[src/core/sbr_regs.svh]
/*
 * Register offsets, reset values and field positions of the burst framer.
 * Assumes byte addresses on an 8-bit register port with 32-bit words.
 */
`ifndef SBR_REGS_SVH
`define SBR_REGS_SVH

// =====================================================================
// Register offsets.
`define SBR_BMAX_OFS      8'h00
`define SBR_BSHORT_OFS    8'h04
`define SBR_BMIN_OFS      8'h08
`define SBR_STATUS_OFS    8'h0c

// =====================================================================
// Reset values of the burst settings, in bytes.
`define SBR_BMAX_RST      16'h0100
`define SBR_BSHORT_RST    16'h0040

// =====================================================================
// Field positions.
`define SBR_WORD_SHIFT    3
`define SBR_ST_OPEN_BIT   16
`define SBR_ST_RDY_BIT    17
`define SBR_ST_RXCNT_LSB  24
`define SBR_MTY_HALF_BIT  3

`endif

[src/core/sbr_pkg.sv]
/*
 * Types shared by the burst framer and its receive deframer.
 * Assumes a single 128-bit segment and 64-bit link words.
 */
package sbr_pkg;

    // =================================================================
    // One segment of the local bus, transmit and receive alike.
    typedef struct packed {
        logic         ena;
        logic         sop;
        logic         eop;
        logic         err;
        logic         bctl;
        logic [10:0]  chan;
        logic [3:0]   mty;
        logic [127:0] data;
    } sbr_seg_type;

    // =================================================================
    // One word on the link side, data or control.
    typedef struct packed {
        logic        valid;
        logic        ctl;
        logic [63:0] data;
    } sbr_link_type;

    typedef enum logic [1:0] {
        CW_IDLE,
        CW_BURST,
        CW_RSVD2,
        CW_RSVD3
    } sbr_cw_kind_type;

    // Control word layout; eop fields describe the burst just closed.
    typedef struct packed {
        sbr_cw_kind_type kind;
        logic            sop;
        logic            eop;
        logic            err;
        logic            crc_bad;
        logic [2:0]      mty;
        logic [10:0]     chan;
        logic [43:0]     rsvd;
    } sbr_cw_type;

    typedef enum logic [2:0] {
        ST_IDLE,
        ST_CTL,
        ST_DHI,
        ST_DLO,
        ST_PAD
    } sbr_tx_state_type;

endpackage

[src/core/sbr_rx_deframe.sv]
/*
 * Receive deframer: turns link words into local bus segments.
 * Assumes link words arrive on mclk_i from the lane logic, no back-pressure.
 */
`timescale 1ns/10ps
`include "sbr_regs.svh"

module sbr_rx_deframe
    import sbr_pkg::*;
(
    input  wire logic         mclk_i,
    input  wire logic         rst_n_i,
    input  wire sbr_link_type link_i,
    output sbr_seg_type       seg_o
);

    // =================================================================
    // Assembly state.
    logic [63:0]  acc_hi;
    logic         have_hi;
    sbr_seg_type  pend;
    logic         pend_valid;
    logic [10:0]  cur_chan;
    logic         sop_next;

    sbr_cw_type cw;
    assign cw = sbr_cw_type'(link_i.data);

    // Decoded link events.
    wire is_data  = link_i.valid & ~link_i.ctl;
    wire is_ctl   = link_i.valid & link_i.ctl;
    wire is_eop   = is_ctl & cw.eop;
    wire is_burst = is_ctl & (cw.kind == CW_BURST);
    wire pkt_err  = cw.err | cw.crc_bad;

    // A held segment only learns it is the last one when the next word
    // arrives, so segments are emitted one link word late.
    wire emit_pend = is_data & ~have_hi & pend_valid;
    wire emit_eop  = is_eop & (have_hi | pend_valid);

    wire [3:0] eop_mty = {have_hi, cw.mty};

    // =================================================================
    // Output segment; all fields are zero unless the enable is set.
    sbr_seg_type next_seg;
    always_comb begin
        next_seg = '0;
        if (emit_pend) begin
            next_seg = pend;
            next_seg.ena = 1'b1;
        end else if (emit_eop) begin
            next_seg = pend;
            if (have_hi) begin
                next_seg.data = {acc_hi, 64'h0};
                next_seg.chan = cur_chan;
                next_seg.sop  = sop_next;
            end
            next_seg.ena = 1'b1;
            next_seg.eop = 1'b1;
            next_seg.err = pkt_err;
            next_seg.mty = eop_mty;
            if (pkt_err) begin
                next_seg.mty[2:0] = 3'h0;
            end
        end
    end

    // Registered outputs.
    always_ff @(posedge mclk_i) begin
        if (!rst_n_i) begin
            seg_o <= '0;
        end else begin
            seg_o <= next_seg;
        end
    end

    // =================================================================
    // Word assembly and burst tracking.
    always_ff @(posedge mclk_i) begin
        if (!rst_n_i) begin
            acc_hi     <= 64'h0;
            have_hi    <= 1'b0;
            pend       <= '0;
            pend_valid <= 1'b0;
            cur_chan   <= 11'h0;
            sop_next   <= 1'b0;
        end else if (is_data) begin
            if (!have_hi) begin
                acc_hi  <= link_i.data;
                have_hi <= 1'b1;
                if (emit_pend) begin
                    pend_valid <= 1'b0;
                end
            end else begin
                pend       <= '0;
                pend.data  <= {acc_hi, link_i.data};
                pend.chan  <= cur_chan;
                pend.sop   <= sop_next;
                pend_valid <= 1'b1;
                have_hi    <= 1'b0;
                sop_next   <= 1'b0;
            end
        end else if (is_ctl) begin
            if (is_eop) begin
                have_hi    <= 1'b0;
                pend_valid <= 1'b0;
                if (have_hi) begin
                    sop_next <= 1'b0;
                end
            end
            if (is_burst) begin
                cur_chan <= cw.chan;
                sop_next <= cw.sop;
            end
        end
    end

endmodule

[src/core/sbr_framer.sv]
/*
 * Burst framer: cuts transmit segments into bursts on a link word stream
 * and delivers received packets on a receive segment.
 * Assumes one 128-bit segment, one clock, and a register port with read
 * data one cycle after the read strobe.
 */
// Design decisions made here: the plain strobed port and the register addresses.
// Operation
// - Packet mode, no forced burst: burst-max data words between controls.
// - Final bursts are sized from the minimum burst value.
// - Boundaries come from forced burst, short/max settings, channel change.
// - Forced-burst input inserts a burst control word like sop.
// - Settings enforced strictly; idles pad a short final burst.
// - Receive outputs are registered on the rising clock edge.
// - Receive data only appear with receive enable high.
// - Short packets show sop and eop in the same cycle.
// - First received byte sits in the top byte of the segment.
// - Full bus except on eop, where empty count gives invalid lanes.
// - Receive error on eop for check failure or error flag.
// - Received data keep link order; channel output tells packets apart.
// - Receive traffic halts only through the link's flow control.
// - Empty count N marks the N lowest bytes invalid.
// - With error and enable high, empty count low bits read zero.
`timescale 1ns/10ps
`include "sbr_regs.svh"

module sbr_framer
    import sbr_pkg::*;
(
    input  wire logic         mclk_i,
    input  wire logic         rst_n_i,
    input  wire logic [7:0]   reg_addr_i,
    input  wire logic [31:0]  reg_wdata_i,
    input  wire logic         reg_wr_i,
    input  wire logic         reg_rd_i,
    output logic [31:0]       reg_rdata_o,
    input  wire sbr_seg_type  tx_seg_i,
    output logic              tx_rdy_o,
    output sbr_link_type      tx_link_o,
    input  wire sbr_link_type rx_link_i,
    output sbr_seg_type       rx_seg_o
);

    // =================================================================
    // Register port.
    logic [15:0] burst_max_setting;
    logic [15:0] burst_short_setting;
    logic [7:0]  rx_pkt_cnt;

    wire sel_bmax   = (reg_addr_i == `SBR_BMAX_OFS);
    wire sel_bshort = (reg_addr_i == `SBR_BSHORT_OFS);
    wire sel_bmin   = (reg_addr_i == `SBR_BMIN_OFS);
    wire sel_status = (reg_addr_i == `SBR_STATUS_OFS);

    // Settings are counted in 8-byte link words.
    // A burst-max setting under eight bytes gives zero words:
    // every write then opens a new burst.
    wire [12:0] max_w = burst_max_setting[15:`SBR_WORD_SHIFT];
    wire [12:0] short_w = burst_short_setting[15:`SBR_WORD_SHIFT];
    // The scheduler's minimum burst equals burst-short here; the external
    // scheduler must use the forced-burst input for anything finer.
    wire [12:0] minimum_burst_value = short_w;

    logic [31:0]  status_word;
    logic [31:0]  next_rdata;

    // Writes land on the settings; anything else is ignored.
    always_ff @(posedge mclk_i) begin
        if (!rst_n_i) begin
            burst_max_setting   <= `SBR_BMAX_RST;
            burst_short_setting <= `SBR_BSHORT_RST;
        end else if (reg_wr_i && sel_bmax) begin
            burst_max_setting   <= reg_wdata_i[15:0];
        end else if (reg_wr_i && sel_bshort) begin
            burst_short_setting <= reg_wdata_i[15:0];
        end
    end

    // Read mux; unmapped offsets read as zero.
    always_comb begin
        if (sel_bmax) begin
            next_rdata = {16'h0, burst_max_setting};
        end else if (sel_bshort) begin
            next_rdata = {16'h0, burst_short_setting};
        end else if (sel_bmin) begin
            next_rdata = {16'h0, minimum_burst_value, 3'h0};
        end else if (sel_status) begin
            next_rdata = status_word;
        end else begin
            next_rdata = 32'h0;
        end
    end

    // Read data stand only in the cycle after the strobe.
    // Zero between answers lets several ports be ORed.
    always_ff @(posedge mclk_i) begin
        if (!rst_n_i) begin
            reg_rdata_o <= 32'h0;
        end else begin
            reg_rdata_o <= reg_rd_i ? next_rdata : 32'h0;
        end
    end

    // =================================================================
    // Transmit burst state.
    sbr_tx_state_type state;
    sbr_tx_state_type next_state;
    // The taken write waits in hold until it is sent.
    sbr_seg_type      hold;
    logic [12:0]      burst_cnt;
    logic             burst_open;
    logic [10:0]      last_chan;
    logic [12:0]      pad_left;
    logic             eop_sent;

    // No input buffer: a write is taken only while the framer is idle,
    // which costs throughput but keeps every burst boundary exact.
    // A write offered while ready is low is lost.
    // The partner must watch ready first.
    assign tx_rdy_o = (state == ST_IDLE);
    wire take = tx_seg_i.ena & tx_rdy_o;

    // Any of these opens a new burst with a burst control word.
    // Checked between writes only: one control word each.
    wire chan_change = tx_seg_i.chan != last_chan;
    wire at_max      = burst_cnt >= max_w;
    wire new_burst   = tx_seg_i.sop | tx_seg_i.bctl
                     | chan_change | at_max | ~burst_open;

    // A last write with eight or more empty bytes skips its low half.
    // Its low half holds no packet byte.
    wire hi_only = hold.eop & hold.mty[`SBR_MTY_HALF_BIT];

    // Pad up to the minimum; a long final burst still gets one closing
    // idle word so that the end of packet reaches the far side.
    // The word now being sent counts toward the minimum.
    wire [12:0] cnt_after = burst_cnt + 13'h1;
    wire [12:0] pad_need =
        (minimum_burst_value > cnt_after) ?
        (minimum_burst_value - cnt_after) : 13'h1;

    wire to_pad = (state == ST_DHI) ? hi_only : hold.eop;

    // Next state.
    // Pad runs at least one cycle, so eop always goes out.
    always_comb begin
        next_state = state;
        case (state)
            ST_IDLE: begin
                if (take) begin
                    next_state = new_burst ? ST_CTL : ST_DHI;
                end
            end
            ST_CTL: begin
                next_state = ST_DHI;
            end
            ST_DHI: begin
                next_state = hi_only ? ST_PAD : ST_DLO;
            end
            ST_DLO: begin
                next_state = hold.eop ? ST_PAD : ST_IDLE;
            end
            ST_PAD: begin
                if (pad_left == 13'h1) begin
                    next_state = ST_IDLE;
                end
            end
            default: begin
                next_state = ST_IDLE;
            end
        endcase
    end

    // =================================================================
    // Link word builder.
    // Outside a frame the link shows all zero words.
    sbr_cw_type   cw;
    sbr_link_type next_link;

    always_comb begin
        cw = '0;
        next_link = '0;
        case (state)
            ST_CTL: begin
                cw.kind = CW_BURST;
                cw.sop  = hold.sop;
                cw.chan = hold.chan;
                next_link = '{valid: 1'b1, ctl: 1'b1, data: cw};
            end
            ST_DHI: begin
                next_link = '{1'b1, 1'b0, hold.data[127:64]};
            end
            ST_DLO: begin
                next_link = '{1'b1, 1'b0, hold.data[63:0]};
            end
            ST_PAD: begin
                // Only the first idle word carries the end of packet.
                cw.kind = CW_IDLE;
                cw.eop  = ~eop_sent;
                cw.err  = ~eop_sent & hold.err;
                cw.mty  = eop_sent ? 3'h0 : hold.mty[2:0];
                cw.chan = hold.chan;
                next_link = '{valid: 1'b1, ctl: 1'b1, data: cw};
            end
            default: begin
                next_link = '0;
            end
        endcase
    end

    // State and link word registers.
    always_ff @(posedge mclk_i) begin
        if (!rst_n_i) begin
            state     <= ST_IDLE;
            tx_link_o <= '0;
        end else begin
            state     <= next_state;
            tx_link_o <= next_link;
        end
    end

    // =================================================================
    // Burst counting and write capture.
    // A burst control word or the last idle word
    // restarts the word count.
    always_ff @(posedge mclk_i) begin
        if (!rst_n_i) begin
            hold       <= '0;
            burst_cnt  <= 13'h0;
            burst_open <= 1'b0;
            last_chan  <= 11'h0;
            pad_left   <= 13'h0;
            eop_sent   <= 1'b0;
        end else begin
            case (state)
                ST_IDLE: begin
                    if (take) begin
                        hold      <= tx_seg_i;
                        last_chan <= tx_seg_i.chan;
                    end
                end
                ST_CTL: begin
                    burst_cnt  <= 13'h0;
                    burst_open <= 1'b1;
                end
                ST_DHI, ST_DLO: begin
                    burst_cnt <= cnt_after;
                    if (to_pad) begin
                        pad_left <= pad_need;
                        eop_sent <= 1'b0;
                    end
                end
                ST_PAD: begin
                    pad_left <= pad_left - 13'h1;
                    eop_sent <= 1'b1;
                    if (pad_left == 13'h1) begin
                        burst_open <= 1'b0;
                        burst_cnt  <= 13'h0;
                    end
                end
                default: begin
                    burst_open <= 1'b0;
                end
            endcase
        end
    end

    // =================================================================
    // Receive side. There is no ready toward the link; the only brake on
    // incoming traffic is the link's flow control, outside this block.
    sbr_rx_deframe u_rx (
        .mclk_i  (mclk_i),
        .rst_n_i (rst_n_i),
        .link_i  (rx_link_i),
        .seg_o   (rx_seg_o)
    );

    // Count delivered packets so software can see the receive side move.
    // The packet count wraps at 256.
    always_ff @(posedge mclk_i) begin
        if (!rst_n_i) begin
            rx_pkt_cnt <= 8'h0;
        end else if (rx_seg_o.ena && rx_seg_o.eop) begin
            rx_pkt_cnt <= rx_pkt_cnt + 8'h1;
        end
    end

    // Status word assembly.
    // Bits not named below read as zero.
    always_comb begin
        status_word = 32'h0;
        status_word[12:0] = burst_cnt;
        status_word[`SBR_ST_OPEN_BIT] = burst_open;
        status_word[`SBR_ST_RDY_BIT] = tx_rdy_o;
        status_word[`SBR_ST_RXCNT_LSB +: 8] = rx_pkt_cnt;
    end

endmodule

[config.mk]
export PLATFORM = sky130hd
export DESIGN_NAME = sbr_framer
export DESIGN_NICKNAME = d
export VERILOG_FILES = /design/src/core/sbr_pkg.sv /design/src/core/sbr_rx_deframe.sv /design/src/core/sbr_framer.sv
export VERILOG_INCLUDE_DIRS = /design/src /design/src/core
export SDC_FILE = /design/constraint.sdc
export NUM_CORES = 1
export LEC_CHECK = 0
export ABC_AREA = 1
export BUFFER_PORTS_ARGS = -buffer_cell sky130_fd_sc_hd__buf_4
export CORE_UTILIZATION = 35
export DETAILED_ROUTE_END_ITERATION = 8
export GPL_TIMING_DRIVEN = 1
export PLACE_DENSITY_LB_ADDON = 0.2
export SLEW_MARGIN = 30
export SYNTH_ARGS = -nofsm -noshare
export SYNTH_HDL_FRONTEND = slang
export SYNTH_SLANG_ARGS = --single-unit
[constraint.sdc]
create_clock -name mclk_i -period 5.25 [get_ports mclk_i]
set_input_delay 0.7875 -clock mclk_i [delete_from_list [all_inputs] [get_ports mclk_i]]
set_output_delay 0.7875 -clock mclk_i [all_outputs]
set_load 0.03 [all_outputs]
==> results.txt, run 1 <==
buffers added on ports: 481
Tcrit/Tclk final: 67.11%
share of cells above drive strength 1: 18.99%
Chip Width: 271.0 um
GP Congestion: 0.8227
WL final: 75.19 mm
max-cap violation count: 0
unique cell type count in the Yosys netlist: 51
critical path required time: 5.71 ns
largest cells by area after synthesis: dfxtp_1 53%, a21oi_1 8.9%, o21ai_0 7.9%, nand2_1 5.8%, inv_1 4.6%
Mapped Area: 0.02532 mm2
Bufs on Longest Clock Path: 3
share of power burned in registers: 46.0%
outcome: finished, final reports clean
Rows: 98
GRT Total Usage: 19.83%
I/O pin cnt: 505
CTS tree: done
first-pass GRT wire length: 117.0 mm
GRT overflow: 0
fin area: 0.03202 mm2
Die Area: 0.07342 mm2
hold_buf cts: 0
post-CTS setup buffers: 0
end of the critical path: pad_left[2]
CP Class: flip-flop to flip-flop
Core Area: 0.07149 mm2
Seq cells post-synth: 674
die height: 271.0 um
Main synth FF type: dfxtp_1
Max VDD drop: 0.2303 mV
htree depth: 3
Synth Instances: 3163
later-pin clock latency in the skew report: 0.63 ns
CP Capture Type: flip-flop
Commonest cells post-synth: 674 x dfxtp_1, 449 x a21oi_1, 399 x o21ai_0
Fin Clk Skew: 0.03822 ns
post-route insts no fill: 4535
final slew viol count: 0
Pwr Density: 368.2 mW/mm2
worst hold path type: input port to flip-flop
vias in the first global route: 20930
via count: 22040
initial core utilization: 35.42%
Clk pin slew, worst setup/hold paths: 0.06 ns
# DRC: 0
CP Launch Point: burst_cnt[1]
post-route minimum period: 3.524 ns
hpwl dp: 48.22 mm
Post-CTS Resized: 0
Worst path slowest cell: dfxtp_1
Psw: 2.955 mW
count leader, synth: dfxtp_1
Worst-Margin Slew: 0.9760 ns
Inst Count DP: 4399
post-synth top area share: 53.29%
Final ANT Viol Nets: 0
Initial DRC Count: 1439
unrepaired setup endpoints after global routing: false
Reg2Reg Depth: 18
Pleak: 12.81 nW
Via density: 4.860
largest net degree at the start of global routing: 210
Combinational Power Share: 8.6%
WL/cell: 16.58 um
sequential area share after synthesis: 53.29%
cell mode on critical path: nand2_1
post-synth top area cell: dfxtp_1
Fillers: 7226
asr flop ratio synth: 0%
Pint: 8.835 mW
Worst Path Arrival: 3.99 ns
FF-to-FF setup slack: 1.73 ns
Num CTS Buffers: 76
Root Buffer: clkbuf_16
r2r startpoint: burst_cnt[1]
Avg Cell Area, Syn: 8.005 um2
placed cell areas: 0.02945 mm2
Pre-Repair DR Iteration Count: 5
Slew Limit Headroom: 34.93%
Synthesis Warnings: 0
worst hold slack: 0.3954 ns
initial antenna violation count: 8
critical path's largest stage delay: 0.50 ns
CP Max Fanout: 11
Fmax: 0.2838 GHz
# clock sinks: 674
Setup TNS: 0 ns
Synth-to-Final Area Change: 26.47%
Sw Ratio: 25.06%
Total Nets Final: 3815
nature of the critical path startpoint: flip-flop
Finish-stage setup viols: 0
Finished Core Util: 44.79%
r2r endpoint: pad_left[2]
Post-synth EDFFs: 0
Hold Violations, Final: 0
worst-path cell chain: ha_1 > nand4_1 > nor2_1 > inv_2 > nor2_2 > nand2_1 > o21ai_0 > nand2_1 > ha_1 > inv_1 > nor4_1 > nand2_1 > nor2_1 > nor2_1 > nand2_1 > inv_2 > nand2_1 > a31oi_1
Clock power frac: 45.4%
-- flip-flops by register name, indices dropped and copies added (netlist names), 16 cells and up --
register             flops
burst_short_setting     16
burst_max_setting       16
reg_rdata_o             26
hold                   135
u_rx.acc_hi             64
u_rx.pend              140
tx_link_o               66
u_rx.seg_o             147
-- cell families after synthesis --
logic type	after synthesis	synth area share [%]
AO/OA/AOI/OAI	981	20.89
AND/OR/NAND/NOR	921	15.49
flip-flops	674	53.29
buffers and inverters	545	8.440
adder cells (fa/ha/maj)	29	1.463
XOR/XNOR	12	0.4151
other	1	0.01481
-- worst min-delay path by stage --
stage                         from  cells after the start  slack [ns]                    to
floorplan             u_rx.pend[0]                      2        0.42         u_rx.seg_o[0]
global placement     u_rx.pend[53]                      2        0.42        u_rx.seg_o[53]
detailed placement   u_rx.pend[55]                      2        0.43        u_rx.seg_o[55]
CTS                  rx_link_i[42]                      3        0.35       u_rx.acc_hi[42]
global route        reg_wdata_i[8]                      3        0.37  burst_max_setting[8]
finish               rx_link_i[42]                      3        0.40       u_rx.acc_hi[42]
-- area by class of cell --
cell class              instances  area [um2]  share of cell area, %
well taps                     950        1189                  3.712
clock buffers                 106        2135                  6.666
diodes                          5       12.51                0.03907
repair buffers                502        3820                  11.93
flip-flops and latches        674       13490                  42.14
multi-input cells            1950        9753                  30.46
inverters                     324        1226                  3.829
clock inverters                24       394.1                  1.231
-- routing by layer --
layer / vias to the layer above / part of all wire [%] / GRT usage, % / wire, um
met1: 10210 / 45 / 25.46 / 33510
met4: 2 / 3.4 / 8.177 / 2545
met3: 136 / 5.3 / 3.861 / 3967
met2: 493 / 47 / 32.43 / 35160
li1: 11200 / - / - / -
met5: - / 0.016 / 0 / 12
-- per-stage QoR --
stage,power (mW),setup WS [ns]
2_1_floorplan,6.152,2.300
3_3_place_gp,6.529,1.769
3_5_place_dp,6.537,1.780
4_1_cts,11.92,1.732
5_1_grt,12.29,1.284
6_report,11.79,1.726
-- worst max-delay path, delay by kind of cell, from the launching register on --
kind	cells	cell delay, ns
simple gates	11	1.62
buf+inv	3	0.29
fa+ha+maj	2	0.66
compound gates	2	0.29
flops	1	0.50
-- placed cells by master, fill, tap and decap left out, types with 64 or more instances in the layout --
cell / instances
o21ai_0: 399
inv_1: 311
buf_4: 498
nor2_1: 307
dfxtp_1: 674
nand2_1: 388
nand3_1: 142
clkbuf_16: 76
a21oi_1: 449
a221oi_1: 64
-- power groups by stage --
stage | Clock, mW | Combinational (mW) | Sequential (mW)
4_1_cts | 5.49 | 1.01 | 5.42
3_5_place_dp | 0 | 1.01 | 5.53
2_1_floorplan | 0 | 0.617 | 5.53
5_1_grt | 5.72 | 1.13 | 5.44
3_3_place_gp | 0 | 1.00 | 5.53
6_report | 5.36 | 1.01 | 5.42
Note: power is estimated with default switching activity, not from simulation.
==> run 2: changes to the inputs <==
==> constraint.sdc (replaced) <==
create_clock -name mclk_i -period 3.1 [get_ports mclk_i]
set_input_delay 0.465 -clock mclk_i [delete_from_list [all_inputs] [get_ports mclk_i]]
set_output_delay 0.465 -clock mclk_i [all_outputs]
set_load 0.03 [all_outputs]
==> run 2 against run 1 <==
  * Power is 69% higher
  * Critical path depth is 1 higher
  * First-iteration DRC count is 0.90% lower
  * Sequential share of layout area is 0.55 points lower
  * Die area stayed put
  * Hold slack worse by 0.33 ns
  * Non-clock buffer count is 35 higher
  * Sequential power is 69% higher
  * Sequential cell count stayed put
  * Final cell count is 0.82% higher
  * Setup slack worse by 1.6 ns
  * Critical path type unchanged
==> results.txt, run 2 (synthesis results as in run 1) <==
vias in the first global route: 20530
GRT Total Usage: 19.77%
GP Congestion: 0.8245
outcome: finished, final reports clean
Chip Width: 271.0 um
# clock sinks: 674
hold_buf cts: 0
critical path required time: 3.66 ns
CP Buf/Inv Count: 6
post-route minimum period: 2.947 ns
CTS tree: done
max FFs per register: 147
Setup TNS: 0 ns
Pint: 14.92 mW
Total Nets Final: 3849
total power: 19.92 mW
die height: 271.0 um
Synth-to-Final Area Change: 28.19%
CP Class: flip-flop to flip-flop
Worst path slowest cell: dfxtp_2
critical path's largest stage delay: 0.34 ns
Worst-Margin Slew: 0.8124 ns
Num CTS Buffers: 74
max-cap violation count: 0
via count: 22030
unrepaired setup endpoints after global routing: true
share of power burned in registers: 46.1%
Initial DRC Count: 1426
CP Capture Type: flip-flop
Pwr Density: 613.6 mW/mm2
# DRC: 0
fin area: 0.03246 mm2
critical path's top delay family: simple AND/OR/NAND/NOR gates
largest registers: u_rx.seg_o (147), u_rx.pend (140), hold (135)
Pre-Repair DR Iteration Count: 5
Fmax: 0.3393 GHz
later-pin clock latency in the skew report: 0.63 ns
largest net degree at the start of global routing: 145
Fin Clk Skew: 0.02794 ns
Pleak: 13.03 nW
fin worst setup slack: 0.1528 ns
Final ANT Viol Nets: 0
Biggest register: u_rx.seg_o
Clk pin slew, worst setup/hold paths: 0.06 ns
Bufs on Longest Clock Path: 3
Finish-stage setup viols: 0
post-route insts no fill: 4572
nature of the critical path startpoint: flip-flop
Core Area: 0.07149 mm2
I/O pin cnt: 505
Max VDD drop: 0.3725 mV
worst hold path type: input port to flip-flop
share of cells above drive strength 1: 20.22%
Finished Core Util: 45.40%
worst hold slack: 0.06650 ns
initial antenna violation count: 9
htree depth: 3
WL final: 75.01 mm
WL/cell: 16.41 um
Hold Violations, Final: 0
initial core utilization: 35.42%
Tcrit/Tclk final: 95.07%
Combinational Power Share: 8.8%
Inst Count DP: 4423
Worst Path Arrival: 3.51 ns
hpwl dp: 48.97 mm
CP Max Fanout: 5
buffers added on ports: 481
placed cell areas: 0.02974 mm2
Via density: 4.819
final slew viol count: 0
Rows: 98
commonest non-fill, non-tap cell in the layout: dfxtp_1
most frequent cells in the layout: 669 x dfxtp_1, 522 x buf_4, 447 x a21oi_1
GRT overflow: 0
first-pass GRT wire length: 116.5 mm
Root Buffer: clkbuf_16
Die Area: 0.07342 mm2
pre-CTS setup slack: 0.1839 ns
Sw Ratio: 25.10%
worst-path cell chain: buf_6 > nand4_1 > or2_4 > nor2_4 > buf_4 > nand4_1 > xor2_1 > ha_1 > inv_1 > nor4_4 > buf_4 > nand2_2 > nor2_2 > nor2_1 > nand2_2 > buf_12 > inv_4 > nand3_2 > a21oi_2
Slew Limit Headroom: 45.84%
Psw: 4.998 mW
Clock power frac: 45.2%
-- run 2: cell count changes in the layout (fill, tap and decap cells not counted), moves of 4 or more --
cell	delta
dfxtp_2	+5
clkinv_2	-5
buf_4	+24
nand2_1	-4
nand2_2	+4
buf_12	+9
dfxtp_1	-5
clkbuf_8	+4
-- run 2: layout make-up --
| class | count | area (um2) |
|---|---|---|
| well taps | 950 | 1189 |
| fillers | 7160 | 39030 |
| flip-flops and latches | 674 | 13500 |
| multi-input cells | 1950 | 9823 |
| clock buffers | 111 | 2151 |
| clock inverters | 19 | 356.6 |
| inverters | 324 | 1231 |
| repair inverters | 1 | 6.256 |
| repair buffers | 537 | 4187 |
| diodes | 6 | 15.01 |
-- run 2: timing repair --
item                       in CTS  in global routing
gates resized for setup         0                 28
setup endpoints to repair       0                 12
buffers inserted                0                 12
-- run 2: routing by layer --
metal / share of wire (%) / up-vias / track usage [%]
li1: - / 11270 / -
met1: 44 / 10150 / 25.74
met2: 47 / 488 / 32.27
met3: 5.3 / 114 / 3.932
met4: 3.0 / 2 / 7.196
met5: 0.012 / - / 0
-- run 2: final timing paths --
kind	start	cells after the start	slack (ns)	to
setup / recovery	burst_cnt[0]	19	0.15	pad_left[10]
hold reg to reg	u_rx.pend[20]	2	0.43	u_rx.seg_o[20]
setup reg to reg	burst_cnt[0]	19	0.15	pad_left[10]
hold / removal	reg_wdata_i[6]	3	0.07	burst_short_setting[6]
-- run 2: worst reg2reg max path, stage by stage (launching register included) --
cell	delay, ns
dfxtp_2	0.34
buf_6	0.09
nand4_1	0.12
or2_4	0.30
nor2_4	0.14
buf_4	0.13
nand4_1	0.11
xor2_1	0.19
ha_1	0.32
inv_1	0.18
nor4_4	0.05
buf_4	0.14
nand2_2	0.06
nor2_2	0.04
nor2_1	0.15
nand2_2	0.13
buf_12	0.15
inv_4	0.09
nand3_2	0.08
a21oi_2	0.10
-- run 2: power groups by stage --
stage	sequential (mW)	combinational [mW]	clock (mW)
CTS	9.17	1.76	9.25
floorplan	9.37	1.04	0
global placement	9.35	1.75	0
detailed placement	9.36	1.76	0
global route	9.21	1.96	9.61
finish	9.17	1.75	8.99
